**src/isrfc_pkg.sv**
```systemverilog
// constants and carrier types for the interrupt status / frame count block
package isrfc_pkg;

  // ------------------------------------------------------------------
  // register map: printed indices, byte address is four times index
  // ------------------------------------------------------------------
  localparam int                ADDR_W       = 12;
  localparam logic [7:0]        RXQC_IDX     = 8'h82;
  localparam logic [7:0]        ENA_IDX      = 8'h90;
  localparam logic [7:0]        STAT_IDX     = 8'h92;
  localparam logic [7:0]        FCNT_IDX     = 8'h9c;
  localparam logic [7:0]        PMC_IDX      = 8'hd4;
  localparam logic [ADDR_W-1:0] RXQC_ADDR    = {2'h0, RXQC_IDX, 2'h0};
  localparam logic [ADDR_W-1:0] ENA_ADDR     = {2'h0, ENA_IDX, 2'h0};
  localparam logic [ADDR_W-1:0] STAT_ADDR    = {2'h0, STAT_IDX, 2'h0};
  localparam logic [ADDR_W-1:0] FCNT_ADDR    = {2'h0, FCNT_IDX, 2'h0};
  localparam logic [ADDR_W-1:0] PMC_ADDR     = {2'h0, PMC_IDX, 2'h0};

  // ------------------------------------------------------------------
  // status bit positions and masks
  // ------------------------------------------------------------------
  localparam int                B_LINK       = 15;
  localparam int                B_TXD        = 14;
  localparam int                B_RXR        = 13;
  localparam int                B_OVR        = 11;
  localparam int                B_TXPS       = 9;
  localparam int                B_RXPS       = 8;
  localparam int                B_TXSA       = 6;
  localparam int                B_WF         = 5;
  localparam int                B_MP         = 4;
  localparam int                B_LD         = 3;
  localparam int                B_ED         = 2;
  localparam logic [15:0]       STAT_RESET   = 16'h0300;
  localparam logic [15:0]       STAT_W1C     = 16'heb40;
  localparam logic [15:0]       STAT_IMPL    = 16'heb7c;
  localparam logic [15:0]       REG_RESET    = 16'h0000;

  // enable bits that qualify the energy-detect kind
  localparam int                EN_ED        = 2;
  localparam int                EN_DED       = 0;

  // wake field of the power management register, one bit per flag
  localparam int                WAKE_LSB     = 2;
  localparam int                WAKE_MSB     = 5;
  localparam logic [3:0]        WAKE_FRAME_CLR = 4'h8;
  localparam logic [3:0]        WAKE_REMOTE_CLR = 4'h4;
  localparam logic [3:0]        WAKE_LINK_CLR  = 4'h2;
  localparam logic [3:0]        WAKE_ENERGY_CLR = 4'h1;

  // receive queue control: frame count threshold enable
  localparam int                RXQC_FCT_EN  = 5;

  localparam logic [1:0]        RESP_OKAY    = 2'h0;
  localparam logic [1:0]        RESP_SLVERR  = 2'h2;

  // ------------------------------------------------------------------
  // carrier for the event sources
  // ------------------------------------------------------------------
  typedef struct packed {
    logic link_up;
    logic tx_frame_sent;
    logic tx_queue_ready;
    logic rx_frame_done;
    logic rx_overrun;
    logic tx_stopped;
    logic rx_stopped;
    logic tx_space;
    logic wake_frame;
    logic remote_wake;
    logic linkup_wake;
    logic energy_wake;
  } isrfc_evt_s;

endpackage

```
**src/isrfc_top.sv**
```systemverilog
// interrupt status collection and receive frame count, AXI4-Lite slave
// Function
// - link change either way sets bit 15
// - queue flags clear only on written one
// - frame sent and queue ready sets 14
// - complete received frame sets bit 13 unless threshold enabled
// - receive overrun sets bit 11
// - transmit stop sets bit 9, reset one
// - receive stop sets bit 8, reset one
// - transmit space sets bit 6, W1C
// - wake frame sets 5, code 1000 clears
// - remote wake sets 4, code 0100 clears
// - linkup wake sets 3, code 0010 clears
// - energy wake sets 2, code 0001 clears
// - enables 2/0 tell plain or delayed energy
// - frame total captured at receive interrupt
// - count above threshold sets 13 when enabled
// - irq while any enabled flag set
// - reading status clears nothing
//
// Our own choice: the AXI4-Lite register port.
`timescale 1ns/10ps
module isrfc_top (
  input  wire logic                          aclk,
  input  wire logic                          aresetn,
  input  wire logic [isrfc_pkg::ADDR_W-1:0]  awaddr,
  input  wire logic [2:0]                    awprot,
  input  wire logic                          awvalid,
  output logic                               awready,
  input  wire logic [31:0]                   wdata,
  input  wire logic [3:0]                    wstrb,
  input  wire logic                          wvalid,
  output logic                               wready,
  output logic [1:0]                         bresp,
  output logic                               bvalid,
  input  wire logic                          bready,
  input  wire logic [isrfc_pkg::ADDR_W-1:0]  araddr,
  input  wire logic [2:0]                    arprot,
  input  wire logic                          arvalid,
  output logic                               arready,
  output logic [31:0]                        rdata,
  output logic [1:0]                         rresp,
  output logic                               rvalid,
  input  wire logic                          rready,
  input  wire isrfc_pkg::isrfc_evt_s         evt,
  input  wire logic [7:0]                    rx_frame_total_in,
  output logic                               irq,
  output logic                               energy_wake_plain,
  output logic                               energy_wake_delayed
);

  // ------------------------------------------------------------------
  // declarations
  // ------------------------------------------------------------------
  logic [isrfc_pkg::ADDR_W-1:0] aw_addr_reg;
  logic                         aw_full_reg;
  logic [15:0]                  w_data_reg;
  logic [15:0]                  w_be_reg;
  logic                         w_full_reg;
  logic                         bvalid_reg;
  logic [1:0]                   bresp_reg;
  logic                         rvalid_reg;
  logic [1:0]                   rresp_reg;
  logic [31:0]                  rdata_reg;
  logic                         wr_do;
  logic                         rd_do;
  logic                         wr_hit;
  logic [15:0]                  wr_val;
  logic [15:0]                  rd_val;
  logic                         rd_hit;
  logic [15:0]                  ena_reg;
  logic [15:0]                  stat_reg;
  logic [15:0]                  stat_next;
  logic [15:0]                  stat_set;
  logic [15:0]                  stat_clr;
  logic [7:0]                   fct_reg;
  logic [7:0]                   fc_snap_reg;
  logic [15:0]                  rxqc_reg;
  logic [15:0]                  pmc_reg;
  logic                         link_q_reg;
  logic                         primed_reg;
  logic                         tx_pend_reg;
  logic                         over_q_reg;
  logic                         over_now;
  logic                         link_chg;
  logic                         irq_reg;

  // ------------------------------------------------------------------
  // write channels: address and data taken in either order
  // ------------------------------------------------------------------
  assign awready = !aw_full_reg && !bvalid_reg;
  assign wready  = !w_full_reg && !bvalid_reg;
  assign wr_do   = aw_full_reg && w_full_reg;

  always_ff @(posedge aclk) begin
    if (!aresetn) begin
      aw_full_reg <= 1'b0;
      aw_addr_reg <= '0;
    end else if (awvalid && awready) begin
      aw_full_reg <= 1'b1;
      aw_addr_reg <= awaddr;
    end else if (wr_do) begin
      aw_full_reg <= 1'b0;
    end
  end

  always_ff @(posedge aclk) begin
    if (!aresetn) begin
      w_full_reg <= 1'b0;
      w_data_reg <= '0;
      w_be_reg   <= '0;
    end else if (wvalid && wready) begin
      w_full_reg <= 1'b1;
      w_data_reg <= wdata[15:0];
      w_be_reg   <= {{8{wstrb[1]}}, {8{wstrb[0]}}};
    end else if (wr_do) begin
      w_full_reg <= 1'b0;
    end
  end

  always_comb begin
    unique case (aw_addr_reg)
      isrfc_pkg::RXQC_ADDR,
      isrfc_pkg::ENA_ADDR,
      isrfc_pkg::STAT_ADDR,
      isrfc_pkg::FCNT_ADDR,
      isrfc_pkg::PMC_ADDR: wr_hit = 1'b1;
      default:             wr_hit = 1'b0;
    endcase
  end

  always_ff @(posedge aclk) begin
    if (!aresetn) begin
      bvalid_reg <= 1'b0;
      bresp_reg  <= isrfc_pkg::RESP_OKAY;
    end else if (wr_do) begin
      bvalid_reg <= 1'b1;
      bresp_reg  <= wr_hit ? isrfc_pkg::RESP_OKAY : isrfc_pkg::RESP_SLVERR;
    end else if (bready) begin
      bvalid_reg <= 1'b0;
    end
  end

  assign bvalid = bvalid_reg;
  assign bresp  = bresp_reg;

  // ------------------------------------------------------------------
  // read channel: one cycle from address to data
  // ------------------------------------------------------------------
  assign arready = !rvalid_reg;
  assign rd_do   = arvalid && arready;

  always_comb begin
    rd_hit = 1'b1;
    unique case (araddr)
      isrfc_pkg::RXQC_ADDR:   rd_val = rxqc_reg;
      isrfc_pkg::ENA_ADDR:    rd_val = ena_reg;
      isrfc_pkg::STAT_ADDR:   rd_val = stat_reg;
      isrfc_pkg::FCNT_ADDR:   rd_val = {fc_snap_reg, fct_reg};
      isrfc_pkg::PMC_ADDR:    rd_val = pmc_reg;
      default: begin
        rd_val = 16'h0000;
        rd_hit = 1'b0;
      end
    endcase
  end

  // status read has no side effect on the flags
  always_ff @(posedge aclk) begin
    if (!aresetn) begin
      rvalid_reg <= 1'b0;
      rresp_reg  <= isrfc_pkg::RESP_OKAY;
      rdata_reg  <= '0;
    end else if (rd_do) begin
      rvalid_reg <= 1'b1;
      rresp_reg  <= rd_hit ? isrfc_pkg::RESP_OKAY : isrfc_pkg::RESP_SLVERR;
      rdata_reg  <= {16'h0000, rd_val};
    end else if (rready) begin
      rvalid_reg <= 1'b0;
    end
  end

  assign rvalid = rvalid_reg;
  assign rresp  = rresp_reg;
  assign rdata  = rdata_reg;

  // ------------------------------------------------------------------
  // plain read-write registers, byte lanes honoured
  // ------------------------------------------------------------------
  function automatic logic [15:0] merge(input logic [15:0] old_v);
    merge = (old_v & ~w_be_reg) | (w_data_reg & w_be_reg);
  endfunction

  assign wr_val = merge(pmc_reg);

  always_ff @(posedge aclk) begin
    if (!aresetn) begin
      ena_reg  <= isrfc_pkg::REG_RESET;
      rxqc_reg <= isrfc_pkg::REG_RESET;
      pmc_reg  <= isrfc_pkg::REG_RESET;
      fct_reg  <= isrfc_pkg::REG_RESET[7:0];
    end else if (wr_do) begin
      if (aw_addr_reg == isrfc_pkg::ENA_ADDR)
        ena_reg <= merge(ena_reg);
      if (aw_addr_reg == isrfc_pkg::RXQC_ADDR)
        rxqc_reg <= merge(rxqc_reg);
      // wake field is a command, it never holds a value
      if (aw_addr_reg == isrfc_pkg::PMC_ADDR)
        pmc_reg <= wr_val & ~{10'h000, 4'hf, 2'h0};
      if (aw_addr_reg == isrfc_pkg::FCNT_ADDR && w_be_reg[0])
        fct_reg <= w_data_reg[7:0];
    end
  end

  // ------------------------------------------------------------------
  // event conditioning
  // ------------------------------------------------------------------
  // first cycle after reset only samples the link, so a link already up
  // at release does not look like a change
  always_ff @(posedge aclk) begin
    if (!aresetn) begin
      link_q_reg <= 1'b0;
      primed_reg <= 1'b0;
    end else begin
      link_q_reg <= evt.link_up;
      primed_reg <= 1'b1;
    end
  end

  assign link_chg = primed_reg && (evt.link_up != link_q_reg);

  // a sent frame waits until the queue can take new frames
  always_ff @(posedge aclk) begin
    if (!aresetn)
      tx_pend_reg <= 1'b0;
    else if (tx_pend_reg && evt.tx_queue_ready)
      tx_pend_reg <= evt.tx_frame_sent;
    else if (evt.tx_frame_sent)
      tx_pend_reg <= 1'b1;
  end

  // threshold flag is edge triggered on the crossing
  assign over_now = rxqc_reg[isrfc_pkg::RXQC_FCT_EN]
                    && (rx_frame_total_in > fct_reg);

  always_ff @(posedge aclk) begin
    if (!aresetn)
      over_q_reg <= 1'b0;
    else
      over_q_reg <= over_now;
  end

  // ------------------------------------------------------------------
  // status register: set wins over clear in the same cycle
  // ------------------------------------------------------------------
  always_comb begin
    stat_set = 16'h0000;
    stat_set[isrfc_pkg::B_LINK] = link_chg;
    stat_set[isrfc_pkg::B_TXD]  =
      tx_pend_reg && evt.tx_queue_ready;
    stat_set[isrfc_pkg::B_RXR]  =
      (evt.rx_frame_done && !rxqc_reg[isrfc_pkg::RXQC_FCT_EN])
      || (over_now && !over_q_reg);
    stat_set[isrfc_pkg::B_OVR]  = evt.rx_overrun;
    stat_set[isrfc_pkg::B_TXPS] = evt.tx_stopped;
    stat_set[isrfc_pkg::B_RXPS] = evt.rx_stopped;
    stat_set[isrfc_pkg::B_TXSA] = evt.tx_space;
    stat_set[isrfc_pkg::B_WF]   = evt.wake_frame;
    stat_set[isrfc_pkg::B_MP]   = evt.remote_wake;
    stat_set[isrfc_pkg::B_LD]   = evt.linkup_wake;
    stat_set[isrfc_pkg::B_ED]   = evt.energy_wake;
    stat_clr = 16'h0000;
    if (wr_do && aw_addr_reg == isrfc_pkg::STAT_ADDR)
      stat_clr = w_data_reg & w_be_reg & isrfc_pkg::STAT_W1C;
    if (wr_do && aw_addr_reg == isrfc_pkg::PMC_ADDR && w_be_reg[0])
      stat_clr[isrfc_pkg::WAKE_MSB:isrfc_pkg::WAKE_LSB] =
        w_data_reg[isrfc_pkg::WAKE_MSB:isrfc_pkg::WAKE_LSB];
    stat_next = ((stat_reg & ~stat_clr) | stat_set)
                & isrfc_pkg::STAT_IMPL;
  end

  always_ff @(posedge aclk) begin
    if (!aresetn)
      stat_reg <= isrfc_pkg::STAT_RESET;
    else
      stat_reg <= stat_next;
  end

  // count seen by the host belongs to the receive interrupt instant
  always_ff @(posedge aclk) begin
    if (!aresetn)
      fc_snap_reg <= isrfc_pkg::REG_RESET[7:0];
    else if (stat_set[isrfc_pkg::B_RXR])
      fc_snap_reg <= rx_frame_total_in;
  end

  // ------------------------------------------------------------------
  // outputs
  // ------------------------------------------------------------------
  always_ff @(posedge aclk) begin
    if (!aresetn)
      irq_reg <= 1'b0;
    else
      irq_reg <= |(stat_reg & ena_reg);
  end

  assign irq = irq_reg;

  assign energy_wake_plain   = stat_reg[isrfc_pkg::B_ED]
                               && ena_reg[isrfc_pkg::EN_ED]
                               && !ena_reg[isrfc_pkg::EN_DED];
  assign energy_wake_delayed = stat_reg[isrfc_pkg::B_ED]
                               && ena_reg[isrfc_pkg::EN_ED]
                               && ena_reg[isrfc_pkg::EN_DED];
endmodule // isrfc_top

```
**config.mk**
```make
export PLATFORM = sky130hd
export DESIGN_NAME = isrfc_top
export DESIGN_NICKNAME = d
export VERILOG_FILES = /design/src/isrfc_pkg.sv /design/src/isrfc_top.sv
export SDC_FILE = /design/constraint.sdc
export NUM_CORES = 1
export LEC_CHECK = 0
export ABC_AREA = 1
export CORE_ASPECT_RATIO = 1.75
export CORE_MARGIN = 1
export CORE_UTILIZATION = 45
export DETAILED_ROUTE_END_ITERATION = 10
export DONT_BUFFER_PORTS = 1
export REMOVE_ABC_BUFFERS = 1
export SYNTH_ARGS = -nofsm -noshare
export SYNTH_HDL_FRONTEND = slang
export SYNTH_SLANG_ARGS = --single-unit
```
**constraint.sdc**
```tcl
create_clock -name aclk -period 2.4 [get_ports aclk]
set_clock_uncertainty 0.1 [all_clocks]
set_input_delay 0.24 -clock aclk [delete_from_list [all_inputs] [get_ports aclk]]
set_output_delay 0.24 -clock aclk [all_outputs]
set_load 0.01 [all_outputs]
```
==> results of run 1 <==
path summary, 6_finish.rpt:
check / start / cells past startpoint / end / slack [ps]
setup / recovery: fct_reg[3] / 8 / fc_snap_reg[1] / 460
hold / removal: aresetn / 1 / primed_reg / 20
setup reg to reg: fct_reg[3] / 8 / fc_snap_reg[1] / 460
hold reg to reg: flip-flop / 2 / flip-flop / 350
cell families after synthesis:
kind of cell             Yosys count
AND/OR/NAND/NOR                  318
XOR/XNOR                           1
flip-flops                       128
AO/OA/AOI/OAI                    210
buffers and inverters            151
adder cells (fa/ha/maj)            8
other                              1
final cells by class:
class,count,share of cell area [%]
Multi-Input combinational cell,555,38.3
Sequential cell,128,35.9
Timing Repair Buffer,60,8.58
Clock buffer,18,6.15
Inverter,99,5.24
Tap cell,171,3.00
Clock inverter,14,2.84
what timing repair did:
| action | in CTS | in global routing |
|---|---|---|
| resized for setup | 0 | 0 |
| endpoints found under the hold margin | 102 | 0 |
| hold buffers | 53 | 0 |
power groups by stage:
stage	registers, mW	logic, mW	clock network, mW
finish	2.28	0.425	2.79
global route	2.29	0.481	2.93
CTS	2.28	0.425	2.84
detailed placement	2.33	0.331	0
global placement	2.32	0.323	0
floorplan	2.31	0.252	0
worst max-delay path: cells and delay by family, from the launching register on:
family | cells | cell delay [ps]
buf+inv | 1 | 100
compound gates | 2 | 460
fa+ha+maj | 1 | 300
simple gates | 4 | 530
flops | 1 | 340
through the flow:
stage               setup WS [ps]  cells  utilization, %
floorplan                     707    782               -
global placement              530    960            46.3
detailed placement            483    960            46.3
CTS                           457   1045            55.5
global route                  295   1045            55.5
finish                        459   1045            55.5
layout by cell type (no fill, tap or decap), types with 2 or more instances in the layout:
| cell type | count |
|---|---|
| clkinvlp_4 | 3 |
| nand2_1 | 141 |
| inv_2 | 5 |
| nand3_2 | 2 |
| conb_1 | 18 |
| nand3_1 | 56 |
| inv_6 | 5 |
| ha_1 | 8 |
| dfxtp_1 | 128 |
| nor2_4 | 9 |
| o211ai_1 | 6 |
| buf_4 | 6 |
| nand2_2 | 4 |
| nand2_4 | 2 |
| bufinv_16 | 4 |
| clkbuf_16 | 17 |
| a21oi_1 | 100 |
| nor2_1 | 78 |
| nor2_2 | 5 |
| clkinv_2 | 3 |
| o21ai_1 | 5 |
| nand4_1 | 15 |
| dlygate4sd3_1 | 52 |
| a211oi_1 | 3 |
| o21ai_0 | 90 |
| o31ai_1 | 3 |
| inv_1 | 91 |
per-layer routing:
metal	up-vias	global-route usage, %	wire length [µm]
met5	-	0	0
met2	168	41.8	7990
li1	2725	-	-
met4	0	9.29	403
met1	2417	25.5	6240
met3	19	5.10	695
==> metrics.txt, run 1 <==
total gr overflow=0; leading area contributor after synthesis=dfxtp_1; Cell Rows=55; vias in the first global route=5016; clock power share=50.8%; area of the multi-input gates=0.00274 mm²; Netlist cell types=36; Fillers=1250; PnR Total Power=5.50 mW; Adder-Cell Fraction of Synth Area=1.69%; number of CTS-inserted buffers=17; top cells by area, synth=dfxtp_1, nand2_1, a21oi_1; placer congestion estimate=0.873; final hold slack=22.9 ps; sw frac=24.3%; share of layout cells above drive strength 1=8.47%; I/O pin count=137; cell area after synthesis=0.00593 mm²; post-synthesis area per instance=7.26 µm²; Mapped Cells=817; Hold WC Path Type=in2reg; max_cap viols=0; Internal=4.16 mW; Max Slew Vio Count=0; worst vdd ir=0.547 mV; # clock sinks=128; post-synthesis async set-or-reset flop share=0%; post-synthesis sequential area ratio=43.2%; CP Max Fanout=17; Setup crit end kind=flip-flop; WP data required=2600 ps; worst-path cell chain=inv_1 > ha_1 > nand2_1 > nor2_1 > a21oi_1 > nand3_2 > a21oi_1 > nor2_1; Synth Flop Type=dfxtp_1; most common cell in the netlist=nand2_1; NetSw=1.33 mW; Root Driver=clkbuf_16; core area=0.0129 mm²; vias post-DR=5329; Seq cells post-synth=128; die height=154 µm; first-pass GRT wire length=24000 µm; Post-Synth XOR/XNOR Area=0.148%; Skew-Pair Late Insertion Delay=410 ps; YS warnings=0; post-synth top area share=43.2%; Lkg Pwr=2.98 nW; Die ar.=0.0137 mm²; RSZ-0062 raised after global routing=false; Period Utilization, post-route=80.9%; CP Data Arrival Time=2140 ps; DP Wirelength=10900 µm; initial antenna violation count=0; Port Buffers=0; TritonCTS clock tree=done; largest net degree at the start of global routing=91; largest family of logic cells by synthesized area=simple AND/OR/NAND/NOR gates; crit start category=flip-flop; Final Setup Violations=0; gr usage total=23.2%; DR iter-0 viols=293; Clock Tree Buf Depth=2; Post-Synth Simple-Gate Area=24.7%; outcome=finished, final reports clean; P per Cell Area=770 mW/mm²; WL final=15300 µm; worst rel slew slack=54.8%; DRC viols=0; fmax=0.515 GHz; sequential share of power=41.5%; Placed Instance Area=0.00595 mm²; number of post-CTS setup repair buffers=0; Worst-Margin Slew=677 ps; post-synthesis mux area share=0%; number of synthesized flops with an enable pin=0; register area=0.00256 mm²; nets@finish=962; post-layout min period=1940 ps; worst setup path category=reg2reg; Crit path largest cell delay=340 ps; Die W=88.8 µm; TNS Setup=0 ps; Area growth syn-to-layout=20.4%; DRT Pass-1 Iters=5; ANT cells=0; number of vias per cell=5.10; compound-cell area share of the yosys netlist=18.4%; H-tree Lvls=4; CP max stage cell=dfxtp_1; synth cell count leaders=nand2_1, dfxtp_1, a21oi_1; Routed Antenna Nets=0; Final Hold Viols=0; Avg WL per Cell=14.7 µm; Comb power frac=7.7%; fin area=0.00714 mm²; Clock transition at path regs=60 ps; starting density of the core=46.1%
Power figures use the tool's default switching activity.
==> inputs of run 2 (changes only) <==
- clock period: 2.4 -> 2 ns (I/O delays scaled with it)
==> metrics.txt, run 2 (synthesis gave the netlist of run 1 again) <==
FF-to-FF path depth=9 (+1); RSZ-0062 raised after global routing=false; H-tree Lvls=4 (unchanged); worst vdd ir=0.798 mV (+46%); Die W=88.8 µm (unchanged); number of vias per cell=5.18 (+1.6%); Hold WC Path Type=in2reg; placer congestion estimate=0.873 (about the same); Root Driver=clkbuf_16; post-layout min period=1800 ps (-137 ps); Final WS setup=196 ps (-263 ps); TNS Setup=0 ps (unchanged); DP Wirelength=11100 µm (+1.4%); worst rel slew slack=63.0% (+8.2 points); TritonCTS clock tree=done; CP Data Arrival Time=2010 ps (-130 ps); share of layout cells above drive strength 1=9.08% (+0.61 points); pre-CTS setup slack=71.3 ps (-412 ps); Lkg Pwr=3.02 nW (+1.4%); Routed Antenna Nets=0 (unchanged); Final Hold Viols=0 (unchanged); CP Max Fanout=17 (unchanged); ANT cells=0 (unchanged); first-pass GRT wire length=24700 µm (+3.0%); Worst-Margin Slew=554 ps (-123 ps); vias post-DR=5448 (+2.2%); hold depth=3 (+2); P per Cell Area=924 mW/mm² (+20%); starting density of the core=46.1% (unchanged); Avg WL per Cell=14.9 µm (+1.6%); reg2reg setup slack=200 ps (-260 ps); core area=0.0129 mm² (unchanged); crit start category=flip-flop; nets@finish=969 (+0.73%); DR iter-0 viols=319 (+8.9%); WP data required=2210 ps (-390 ps); Skew-Pair Late Insertion Delay=410 ps (about the same); Max Slew Vio Count=0 (unchanged); DRT Pass-1 Iters=5 (unchanged); vias in the first global route=5199 (+3.6%); outcome=finished, final reports clean; fmax=0.554 GHz (+7.6%); # clock sinks=128 (unchanged); Clock Tree Buf Depth=2 (unchanged); Setup crit end kind=flip-flop; initial antenna violation count=0 (unchanged); gr usage total=23.9% (+0.66 points); worst setup path category=reg2reg; WL final=15700 µm (+2.3%); I/O pin count=137 (unchanged); number of CTS-inserted buffers=17 (unchanged); Die ar.=0.0137 mm² (unchanged); Final Setup Violations=0 (unchanged); commonest non-fill, non-tap cell in the layout=nand2_1; Clock transition at path regs=60 ps (about the same); die height=154 µm (unchanged); Cell Rows=55 (unchanged); commonest cells after routing, fill and taps aside=nand2_1, dfxtp_1, a21oi_1; Period Utilization, post-route=90.2% (+9.3 points); number of post-CTS setup repair buffers=0 (unchanged); Port Buffers=0 (unchanged); Area growth syn-to-layout=21.7%; largest net degree at the start of global routing=91 (unchanged); max_cap viols=0 (unchanged); DRC viols=0 (unchanged); total gr overflow=0 (unchanged)
[run 2: path summary, 6_finish.rpt]
kind / start / endpoint
worst max-delay path: fct_reg[7] / fc_snap_reg[0]
worst min-delay path: arvalid / rvalid
worst max register to register: fct_reg[7] / fc_snap_reg[0]
worst min register to register: flip-flop / flip-flop
[run 2: where the power goes]
| group | switching (mW) | internal (mW) | total, mW |
|---|---|---|---|
| clock | 1.16 | 2.25 | 3.41 |
| combinational | 0.322 | 0.205 | 0.526 |
| sequential | 0.0794 | 2.66 | 2.74 |
[run 2: stage by stage]
step / cells / power (mW) / cell area [µm²] / hold slack [ps] / utilization [%]
floorplan: 782 / 3.07 / 5670 / 128 / -
global placement: 966 / 3.18 / 6000 / 138 / 46.6
detailed placement: 966 / 3.20 / 6000 / 135 / 46.6
CTS: 1052 / 6.71 / 7210 / 63.3 / 56.0
global route: 1052 / 6.91 / 7220 / 88.3 / 56.1
finish: 1052 / 6.67 / 7220 / 59.9 / 56.1
[run 2: final cells by class]
type	count	area, µm²
fillers	1295	5650
multi-input cells	555	2750
flip-flops and latches	128	2560
repair buffers	67	668
clock buffers	19	443
inverters	99	374
well taps	171	214
clock inverters	13	210
[run 2: timing repair]
action,CTS,global route
hold buffers,54,0
setup endpoints to repair,0,9
hold endpoints to repair,102,0
gates resized for setup,0,2
[run 2: critical path, stage by stage, from the launching register on]
cell	delay, ps
dfxtp_1	390
inv_1	60
ha_1	290
nand2_1	70
nor2_1	170
nand2_1	70
nand2_1	110
nand3_4	190
a21oi_1	190
nor2_1	60
[run 2: routing by layer]
layer	track usage (%)	routed length, µm	vias to the layer above
met2	44.1	8430	179
li1	-	-	2742
met4	8.53	346	0
met5	0	0	-
met3	5.05	764	21
met1	25.8	6140	2506
